===== config.mk =====
export PLATFORM = sky130hd
export DESIGN_NAME = mmbc_bus_ctl
export DESIGN_NICKNAME = d
export VERILOG_FILES = /design/src/hw/mmbc_pkg.sv /design/src/hw/mmbc_strobe_gen.sv /design/src/hw/mmbc_hold_arb.sv /design/src/hw/mmbc_bus_ctl.sv
export SDC_FILE = /design/constraint.sdc
export NUM_CORES = 1
export LEC_CHECK = 0
export BUFFER_PORTS_ARGS = -buffer_cell sky130_fd_sc_hd__buf_2
export CORE_MARGIN = 2
export CORE_UTILIZATION = 54
export CTS_BUF_LIST = sky130_fd_sc_hd__clkbuf_8
export DETAILED_ROUTE_END_ITERATION = 8
export GPL_ROUTABILITY_DRIVEN = 1
export MAX_ROUTING_LAYER = met4
export PLACE_DENSITY = 0.8
export RECOVER_POWER = 25
export SLEW_MARGIN = 20
export SYNTH_ARGS = -nofsm -noshare
export SYNTH_HDL_FRONTEND = slang
export SYNTH_SLANG_ARGS = --single-unit

===== constraint.sdc =====
create_clock -name core_clk -period 1.92 [get_ports core_clk]
set_clock_uncertainty 0.1 [all_clocks]
set_input_delay 0.192 -clock core_clk [delete_from_list [all_inputs] [get_ports core_clk]]
set_output_delay 0.192 -clock core_clk [all_outputs]
set_load 0.02 [all_outputs]

===== src/hw/mmbc_pkg.sv =====
// Shared types and constants of the minimum-mode bus control block.
// Assumes one core clock; every T-state spans two core clock cycles.
package mmbc_pkg;

  // ----------------------------------------------------------------
  // Enumerations
  // ----------------------------------------------------------------
  typedef enum logic [2:0] {
    KIND_MEM_RD,
    KIND_MEM_WR,
    KIND_IO_RD,
    KIND_IO_WR,
    KIND_INT_ACK
  } mmbc_kind_t;

  typedef enum logic [2:0] {
    ST_TI,
    ST_T1,
    ST_T2,
    ST_T3,
    ST_TW,
    ST_T4,
    ST_HOLD
  } mmbc_state_t;

  // ----------------------------------------------------------------
  // Carriers
  // ----------------------------------------------------------------
  // Control lines that float during hold grant
  typedef struct packed {
    logic memIoSel;
    logic wrStrobeN;
    logic xcvrDirection;
    logic xcvrEnableN;
  } mmbc_ctl_t;

  typedef struct packed {
    mmbc_kind_t kind;
  } mmbc_req_t;

  // ----------------------------------------------------------------
  // Constants
  // ----------------------------------------------------------------
  // First half of a T-state is clock high, second half clock low
  localparam logic PH_FIRST  = 1'h0;
  localparam logic PH_SECOND = 1'h1;

  localparam logic [3:0] CTL_RESET     = 4'hD;
  localparam logic [3:0] CTL_FLOAT_VAL = 4'hF;
  localparam logic       RST_PHASE     = 1'h0;
  localparam logic       RST_ALE       = 1'h0;
  localparam logic       RST_INT_ACK_STROBE_N_N    = 1'h1;
  localparam logic       RST_OE_N      = 1'h0;
  localparam logic       RST_GRANT     = 1'h0;
  localparam mmbc_kind_t RST_KIND      = KIND_MEM_RD;

  // ----------------------------------------------------------------
  // Decoding
  // ----------------------------------------------------------------
  function automatic logic isWrite(input mmbc_kind_t k);
    isWrite = (k == KIND_MEM_WR) || (k == KIND_IO_WR);
  endfunction

  function automatic logic isMem(input mmbc_kind_t k);
    isMem = (k == KIND_MEM_RD) || (k == KIND_MEM_WR);
  endfunction

endpackage


===== src/hw/mmbc_strobe_gen.sv =====
// Registered bus control strobes derived from the next sequencer state.
// Assumes its inputs are the next-cycle values, so pins line up with state.
`timescale 1ns/1ns
module mmbc_strobe_gen (
  input  wire logic                core_clk,
  input  wire logic                rst_n,
  input  wire mmbc_pkg::mmbc_state_t stateNxt,
  input  wire logic                phaseNxt,
  input  wire mmbc_pkg::mmbc_kind_t  kindNxt,
  input  wire logic                floatNxt,
  output mmbc_pkg::mmbc_ctl_t      ctlOut,
  output logic                     ctlOeN,
  output logic                     addrLatch,
  output logic                     int_ack_strobe_n
);
  import mmbc_pkg::*;

  mmbc_ctl_t ctl_r, ctl_nxt;
  logic      oeN_r, oeN_nxt;
  logic      ale_r, ale_nxt;
  logic      int_ack_strobe_n_r, int_ack_strobe_n_nxt;
  logic      strobeSpan;

  always_comb
  begin
    strobeSpan = (stateNxt == ST_T2) || (stateNxt == ST_T3) ||
                 (stateNxt == ST_TW);
    ctl_nxt.memIoSel = isMem(kindNxt);
    ctl_nxt.xcvrDirection = isWrite(kindNxt);
    ctl_nxt.wrStrobeN = !(strobeSpan && isWrite(kindNxt));
    // read opens mid T2, write at T2 start
    ctl_nxt.xcvrEnableN = !(
      (stateNxt == ST_T3) || (stateNxt == ST_TW) ||
      (stateNxt == ST_T4 && phaseNxt == PH_FIRST) ||
      (stateNxt == ST_T2 &&
       (isWrite(kindNxt) || phaseNxt == PH_SECOND)));
    // floated lines rest at weak one
    if (floatNxt)
    begin
      ctl_nxt = mmbc_ctl_t'(CTL_FLOAT_VAL);
    end
    oeN_nxt = floatNxt;
    // latch pulse in clock low of T1
    ale_nxt = (stateNxt == ST_T1) && (phaseNxt == PH_SECOND);
    int_ack_strobe_n_nxt = !(strobeSpan && kindNxt == KIND_INT_ACK);
  end

  always_ff @(posedge core_clk or negedge rst_n)
  begin
    if (!rst_n)
    begin
      ctl_r  <= mmbc_ctl_t'(CTL_RESET);
      oeN_r  <= RST_OE_N;
      ale_r  <= RST_ALE;
      int_ack_strobe_n_r <= RST_INT_ACK_STROBE_N_N;
    end
    else
    begin
      ctl_r  <= ctl_nxt;
      oeN_r  <= oeN_nxt;
      ale_r  <= ale_nxt;
      int_ack_strobe_n_r <= int_ack_strobe_n_nxt;
    end
  end

  assign ctlOut           = ctl_r;
  assign ctlOeN           = oeN_r;
  assign addrLatch        = ale_r;
  assign int_ack_strobe_n = int_ack_strobe_n_r;

endmodule


===== src/hw/mmbc_hold_arb.sv =====
// Hold request arbitration: grant register and bus float flag.
// Assumes holdReq already meets setup to core_clk.
`timescale 1ns/1ns
module mmbc_hold_arb (
  input  wire logic                core_clk,
  input  wire logic                rst_n,
  input  wire logic                holdReq,
  input  wire mmbc_pkg::mmbc_state_t stateR,
  input  wire logic                phaseR,
  input  wire logic                accept,
  output logic                     takeHold,
  output logic                     dropHold,
  output logic                     floatNxt,
  output logic                     grantR
);
  import mmbc_pkg::*;

  logic grant_r, grant_nxt;
  logic float_r;

  always_comb
  begin
    // grant rises at middle of T4 or TI
    takeHold = holdReq && !grant_r && phaseR == PH_FIRST &&
               (stateR == ST_T4 || stateR == ST_TI);
    dropHold = grant_r && !holdReq && phaseR == PH_FIRST &&
               stateR == ST_HOLD;
    grant_nxt = grant_r;
    if (takeHold)
    begin
      grant_nxt = 1'b1;
    end
    else if (dropHold)
    begin
      grant_nxt = 1'b0;
    end
    // float with grant, drive again on next cycle
    floatNxt = float_r;
    if (takeHold)
    begin
      floatNxt = 1'b1;
    end
    else if (accept)
    begin
      floatNxt = 1'b0;
    end
  end

  always_ff @(posedge core_clk or negedge rst_n)
  begin
    if (!rst_n)
    begin
      grant_r <= RST_GRANT;
      float_r <= RST_OE_N;
    end
    else
    begin
      grant_r <= grant_nxt;
      float_r <= floatNxt;
    end
  end

  assign grantR = grant_r;

endmodule


===== src/hw/mmbc_bus_ctl.sv =====
// Minimum-mode local bus control: cycle sequencer, strobes, hold hand-over.
// Assumes hold and ready inputs are already timed to core_clk.
//
// Behaviour
// - Memory/IO select high for memory, low for IO, valid from prior T4 or TI.
// - Write strobe low during T2, T3 and TW of write cycles.
// - Acknowledge strobe low during T2, T3 and TW of acknowledge cycles.
// - Address latch pulses high in the clock-low half of T1.
// - Direction high when transmitting, low receiving, timed like select.
// - Transceiver enable active only in memory, IO and acknowledge cycles.
// - Read or acknowledge: enable from middle of T2 to middle of T4.
// - Write: enable from start of T2 to middle of T4.
// - High hold request answered by grant in middle of T4 or TI.
// - With grant, select, write, direction and enable float at weak one.
// - Low hold request drops grant; lines driven again at next cycle.
// - Address latch and acknowledge strobe are always driven.
// - Ready high from the target completes transfer; it is not synchronised.
`timescale 1ns/1ns
module mmbc_bus_ctl (
  input  wire logic                core_clk,
  input  wire logic                rst_n,
  input  wire logic                reqValid,
  input  wire mmbc_pkg::mmbc_req_t reqData,
  output logic                     reqReady,
  output logic                     cycleDone,
  input  wire logic                readyIn,
  input  wire logic                holdReq,
  output logic                     bus_hold_grant,
  output logic                     memIoSel,
  output logic                     wrStrobeN,
  output logic                     xcvr_direction,
  output logic                     xcvr_enable_n,
  output logic                     ctlOeN,
  output logic                     addrLatch,
  output logic                     int_ack_strobe_n,
  output mmbc_pkg::mmbc_state_t    busState
);
  import mmbc_pkg::*;

  // ----------------------------------------------------------------
  // Sequencer state
  // ----------------------------------------------------------------
  mmbc_state_t state_r, state_nxt;
  logic        phase_r, phase_nxt;
  mmbc_kind_t  kind_r, kind_nxt;
  logic        pend_r, pend_nxt;
  logic        done_r, done_nxt;
  logic        accept;
  logic        takeHold;
  logic        dropHold;
  logic        floatNxt;
  logic        grantR;
  mmbc_ctl_t   ctlPins;

  always_comb
  begin
    // Each T-state is two core clock cycles
    phase_nxt = !phase_r;
    // Hold wins over a new cycle at the same boundary
    accept = reqValid && !pend_r && !takeHold && !grantR &&
             phase_r == PH_FIRST &&
             (state_r == ST_T4 || state_r == ST_TI);
    // kind latched in T4 or TI before the cycle
    kind_nxt  = accept ? reqData.kind : kind_r;
    pend_nxt  = pend_r || accept;
    state_nxt = state_r;
    done_nxt  = 1'b0;
    if (phase_r == PH_SECOND)
    begin
      case (state_r)
        ST_TI:
        begin
          if (grantR)
          begin
            state_nxt = ST_HOLD;
          end
          else if (pend_r)
          begin
            state_nxt = ST_T1;
          end
        end
        ST_T1:
        begin
          state_nxt = ST_T2;
          pend_nxt  = 1'b0;
        end
        ST_T2:
        begin
          state_nxt = ST_T3;
        end
        ST_T3, ST_TW:
        begin
          state_nxt = readyIn ? ST_T4 : ST_TW;
        end
        ST_T4:
        begin
          done_nxt = 1'b1;
          if (grantR)
          begin
            state_nxt = ST_HOLD;
          end
          else if (pend_r)
          begin
            state_nxt = ST_T1;
          end
          else
          begin
            state_nxt = ST_TI;
          end
        end
        ST_HOLD:
        begin
          if (!grantR)
          begin
            state_nxt = ST_TI;
          end
        end
        default:
        begin
          state_nxt = ST_TI;
        end
      endcase
    end
  end

  always_ff @(posedge core_clk or negedge rst_n)
  begin
    if (!rst_n)
    begin
      state_r <= ST_TI;
      phase_r <= RST_PHASE;
      kind_r  <= RST_KIND;
      pend_r  <= 1'b0;
      done_r  <= 1'b0;
    end
    else
    begin
      state_r <= state_nxt;
      phase_r <= phase_nxt;
      kind_r  <= kind_nxt;
      pend_r  <= pend_nxt;
      done_r  <= done_nxt;
    end
  end

  // ----------------------------------------------------------------
  // Hold hand-over and pin strobes
  // ----------------------------------------------------------------
  // no synchroniser on the hold request
  mmbc_hold_arb uHold (
    .core_clk (core_clk),
    .rst_n    (rst_n),
    .holdReq  (holdReq),
    .stateR   (state_r),
    .phaseR   (phase_r),
    .accept   (accept),
    .takeHold (takeHold),
    .dropHold (dropHold),
    .floatNxt (floatNxt),
    .grantR   (grantR)
  );

  mmbc_strobe_gen uStrobe (
    .core_clk         (core_clk),
    .rst_n            (rst_n),
    .stateNxt         (state_nxt),
    .phaseNxt         (phase_nxt),
    .kindNxt          (kind_nxt),
    .floatNxt         (floatNxt),
    .ctlOut           (ctlPins),
    .ctlOeN           (ctlOeN),
    .addrLatch        (addrLatch),
    .int_ack_strobe_n (int_ack_strobe_n)
  );

  assign reqReady       = accept;
  assign cycleDone      = done_r;
  assign busState       = state_r;
  assign bus_hold_grant = grantR;
  assign memIoSel       = ctlPins.memIoSel;
  assign wrStrobeN      = ctlPins.wrStrobeN;
  assign xcvr_direction = ctlPins.xcvrDirection;
  assign xcvr_enable_n  = ctlPins.xcvrEnableN;
endmodule


Word-level counts from Yosys, hierarchy flattened
Cells that the tools add are included.
- flip-flop bits (word level): 17
- bits of input ports: 8
- output and inout bits: 13
- logic and storage cells: 84
- equality and inequality tests: 14
- muxes and demuxes: 18
- bitwise logic cells: 1
- reduce and logical (&&, ||, !) cells: 38
- operators with widths (operator ; count):
    3-bit equality test (second input constant) ; 6
    3-bit two-way mux ; 6
    3-bit case mux with 6 select lines ; 1
    1-bit logical AND ; 16
    3-bit by 2-bit equality test with 1-bit output (second input constant) ; 5
    1-bit logical OR ; 10
    1-bit two-way mux ; 10
    3-bit by 1-bit equality test with 1-bit output (second input constant) ; 3
    1-bit logical NOT ; 8
    3-bit logical NOT ; 2
    4-bit two-way mux ; 1
    2-bit nonzero test ; 1
    2-bit OR reduction ; 1
    1-bit inverter ; 1

Logic depth before layout (Yosys ltp)
- word-level depth: 17
- mapped depth: 6
- gate-level depth less buffers: 4

Hierarchy
From an unflattened synthesis, not the netlist that was laid out.
- cells, all modules: 78
- area total of the unflattened synthesis: 897.1 µm²
- by module, submodules not included (module ; instances ; cells an instance ; area an instance (µm²) ; sequential area each (µm²)):
    mmbc_bus_ctl ; 1 ; 46 ; 509.2 ; 225.2
    mmbc_strobe_gen ; 1 ; 21 ; 270.3 ; 180.2
    mmbc_hold_arb ; 1 ; 11 ; 117.6 ; 50.0

Worst setup path before layout
OpenSTA, ideal clock, no wires.
- path type: register to output
- start point: reg state_r[1] (netlist: busState[1])
- end point: out reqReady
- arrival: 1.819 ns
- required time: 1.628 ns
- setup slack: -0.191 ns
- stages on the path, launching flop included: 4
- path buffers: 0
- path through: dfrtp_1 or2_1 or3_1 nor4b_1
- longest elaborated chain between the ends: 8
- elaborated cells on any way between the ends: 9
- those cells by class: eq/ne (1); reduce/logical (8)
- ends and longest elaborated chain (what ; line ; text):
    start: declaration ; mmbc_bus_ctl.sv:43 ; mmbc_state_t state_r, state_nxt;
    start signal: assignment ; mmbc_bus_ctl.sv:138 ; state_r <= state_nxt;
    3-bit equality test / 3-bit logical NOT (equally long branches) ; mmbc_hold_arb.sv:25, mmbc_bus_ctl.sv:62 ;
    1-bit logical OR * ; mmbc_hold_arb.sv:25, mmbc_bus_ctl.sv:62 ;
    1-bit logical AND ; mmbc_hold_arb.sv:24 ; takeHold = holdReq && !grant_r && phaseR == PH_FIRST &&
    1-bit logical NOT ; mmbc_bus_ctl.sv:60 ; accept = reqValid && !pend_r && !takeHold && !grantR &&
    1-bit logical AND (3 in a row) ; mmbc_bus_ctl.sv:60 ;
    1-bit logical AND * ; mmbc_bus_ctl.sv:61 ; phase_r == PH_FIRST &&
    end: declaration ; mmbc_bus_ctl.sv:24 ; output logic reqReady,
Mark *: on every way between the ends. The rest lies on a longest branch, timed or not.

Worst setup path in the final report
- start point: reg phase_r
- end point: out reqReady
- longest elaborated chain between the ends: 8
- ends and longest elaborated chain (what ; line ; text):
    start: declaration ; mmbc_bus_ctl.sv:44 ; logic phase_r, phase_nxt;
    start signal: assignment ; mmbc_bus_ctl.sv:139 ; phase_r <= phase_nxt;
    1-bit inverter * ; mmbc_hold_arb.sv:24, mmbc_bus_ctl.sv:61 ;
    1-bit logical AND (2 in a row) ; mmbc_hold_arb.sv:24 ;
    1-bit logical NOT ; mmbc_bus_ctl.sv:60 ;
    1-bit logical AND (2 in a row) ; mmbc_bus_ctl.sv:60 ;
    1-bit logical AND * ; mmbc_bus_ctl.sv:60 ;
    1-bit logical AND * ; mmbc_bus_ctl.sv:61 ;
Marks and branches as above.

==> results.cfg <==
[yosys]
synth_area_um2 = 913
synth_area_per_cell_um2 = 9.82
ys_seq_area_share_pct = 47.1
yosysUniqueCellTypes = 37
ys.flop_type = dfrtp_1
ys_top_cells_by_area = dfrtp_1, dfstp_2, nand2b_1
synth.most_common_cell = dfrtp_1
netlist_instances = 93
syn-num-nets = 101
yosys.area.top_type = dfrtp_1
synth_commonest_cells = dfrtp_1, nor2_1, nand2_1, nand2b_1
synth_top_area_share_pct = 35.6
synthArstFlopShare_pct = 100
ys_ff_latch = 17
synth_warnings = 0
synth_edf_count = 0

[die]
core_um2 = 1540
rows = 14
die_w_um = 45.1
dieArea_um2 = 2040
initial_core_util_pct = 59.3
dieHeight_um = 45.1
io_pins = 21

[final_layout]
insertedDiodeCount = 0
areaGrowthSynthToFinish_pct = 24.0
nFillCells = 113
final_core_utilization_pct = 73.5
fin_nets = 128
drive_above_1_share_pct = 38.7

[worst_setup_path]
regToRegStartpoint = phase_r
reg2reg_to = uStrobe.ctlOut[0]
cp.arrival_ns = 1.59
crit_type = reg -> out
required_ns = 1.63
r2r_cells = 6
cp_max_fo = 2
worstSetupEndpointType = output pin
startpoint_type = flop
r2r_slack_ns = 0.13

[timing]
min_period_ns = 1.88
worst_pin_slew_ns = 0.888
rsz0062_at_grt = false
fmax_mhz = 532
tns_ns = 0
finalHoldViolations = 0
max-slew-margin-rel_pct = 40.8
setup_viol = 0
slew_violations = 0
finalCritPeriodShare_pct = 97.9
hold_ws_ns = 0.112

[power]
power.switching_w = 0.000715
clkPwrFrac_pct = 15.5
p_int_w = 0.000994
comb_power_share_pct = 50.1
switching_share_pct = 41.8
peakVddDrop_mv = 0.910
pwr-share-seq_pct = 34.4
p_per_area_nw_per_um2 = 1510
power.static_leakage_nw = 0.498
power_w = 0.00171

[cts]
clock_sinks = 17
insertion_delay_ns = 0.25
cts_tree = built
cts_buffer_depth = 2
cts_buffers = 3
h-tree-depth = 1
path_clk_slew_ns = 0.07
cts-root-buf = clkbuf_8

[place]
place_hpwl_mm = 1.31
place_congestion = 0.857
numPortBuffers = 20

[hold_path]
hold-path-cell-count = 2
hold_start = reqData[1]
hold_end = kind_r[1]
hp-class = in -> reg

[global_routing]
antenna_found_initial = 0
grt_max_degree = 18
track_usage_pct = 21.6
grt_pass1_vias = 691
grt_overflow = 0
grt_pass1_wl_mm = 3.05

[route]
via_per_inst = 5.66
wire_per_inst_um = 13.3
wl_mm = 1.80
vias = 764
drtAntennaViolNets = 0
initialDrtViolationCount = 20
drc_errors = 0
drtPass1Iterations = 4

[run]
cap_violations = 0

[run_status]
status = finished, final reports clean
## metrics by stage
step                instance area (um2)  std cells  setup WS, ns
global route                       1130        135       0.00105
CTS                                1130        135        0.0261
finish                             1130        135        0.0400
detailed placement                 1060        129         0.160
floorplan                           920         93        0.0637
global placement                   1060        129         0.220
## layout make-up
class                      count  area, um2  area share, %
clock buffer                   3       41.3           3.65
inverter                       3       11.3          0.994
multi-input combinational     67        460           40.7
tap                           16       20.0           1.77
timing repair buffer          28        164           14.5
sequential                    17        430           38.0
clock inverter                 1       5.00          0.442
## placed cells by master, fill, tap and decap left out, types with 2 or more instances in the layout
master | synthesis | layout
buf_2 | 1 | 18
dfrtp_1 | 13 | 13
nor2_1 | 10 | 10
buf_4 | 0 | 8
nand2_1 | 7 | 7
nand2b_1 | 7 | 7
a21oi_1 | 5 | 5
dfstp_2 | 4 | 4
inv_1 | 3 | 3
o21ai_0 | 3 | 3
mux2_2 | 3 | 3
clkbuf_8 | 0 | 3
nand3_1 | 2 | 2
o31ai_1 | 2 | 2
nor2b_1 | 2 | 2
nor4b_1 | 3 | 2
or3_1 | 2 | 2
## power groups by stage
| stage | registers (W) | logic (W) | clock network [W] |
|---|---|---|---|
| 4_1_cts | 0.000591 | 0.000852 | 0.000268 |
| 5_1_grt | 0.000608 | 0.000956 | 0.000280 |
| 3_3_place_gp | 0.000586 | 0.000835 | 0 |
| 2_1_floorplan | 0.000687 | 0.000519 | 0 |
| 3_5_place_dp | 0.000596 | 0.000847 | 0 |
| 6_report | 0.000589 | 0.000856 | 0.000265 |
## layer usage
metal | vias to the layer above | global-route usage [%] | routed length (um)
met2 | 25 | 30.0 | 807
met5 | - | - | 0
li1 | 385 | - | -
met4 | 0 | 11.2 | 25
met1 | 350 | 30.6 | 863
met3 | 4 | 2.80 | 102
## critical path, cell delays in order, from the launching register on
cell,delay (ns)
dfrtp_1,0.38
or2_4,0.25
or3_1,0.32
nor4b_2,0.21
buf_4,0.18
## kinds of logic (layout without fill, tap and decap cells)
group,count (synthesis),count (layout),synth area share (%)
xor gates and xnor gates,1,1,0.959
muxes,4,4,4.79
AOI/OAI and AO/OA,22,22,17.8
and+or+nand+nor,40,40,25.5
buffers and inverters,9,35,3.84
DFF,17,17,47.1
## registers in the layout, indices dropped and copies added, names as in the netlist
signal,count
pend_r,1
uStrobe.addrLatch,1
uHold.grantR,1
uStrobe.ctlOeN,1
uStrobe.ctlOut,4
phase_r,1
kind_r,3
uStrobe.int_ack_strobe_n,1
busState,3
cycleDone,1
## worst max path at each step
stage	startpoint	to	slack (ns)	cells past startpoint
2_1_floorplan	busState[1]	reqReady	0.06	3
3_3_place_gp	pend_r	uStrobe.ctlOut[0]	0.22	5
3_5_place_dp	pend_r	uStrobe.ctlOut[0]	0.16	5
4_1_cts	phase_r	reqReady	0.03	4
5_1_grt	phase_r	reqReady	0.001	4
6_report	phase_r	reqReady	0.04	4
## timing repair
| item | 4_1_cts | 5_1_grt |
|---|---|---|
| pin swaps | 1 | 0 |
| endpoints found under the hold margin | 13 | 0 |
| buffers inserted | 1 | 0 |
| gates resized for setup | 1 | 2 |
| hold buffers | 1 | 0 |
| endpoints found under the setup margin | 1 | 4 |
Note: power is estimated with default switching activity, not from simulation.
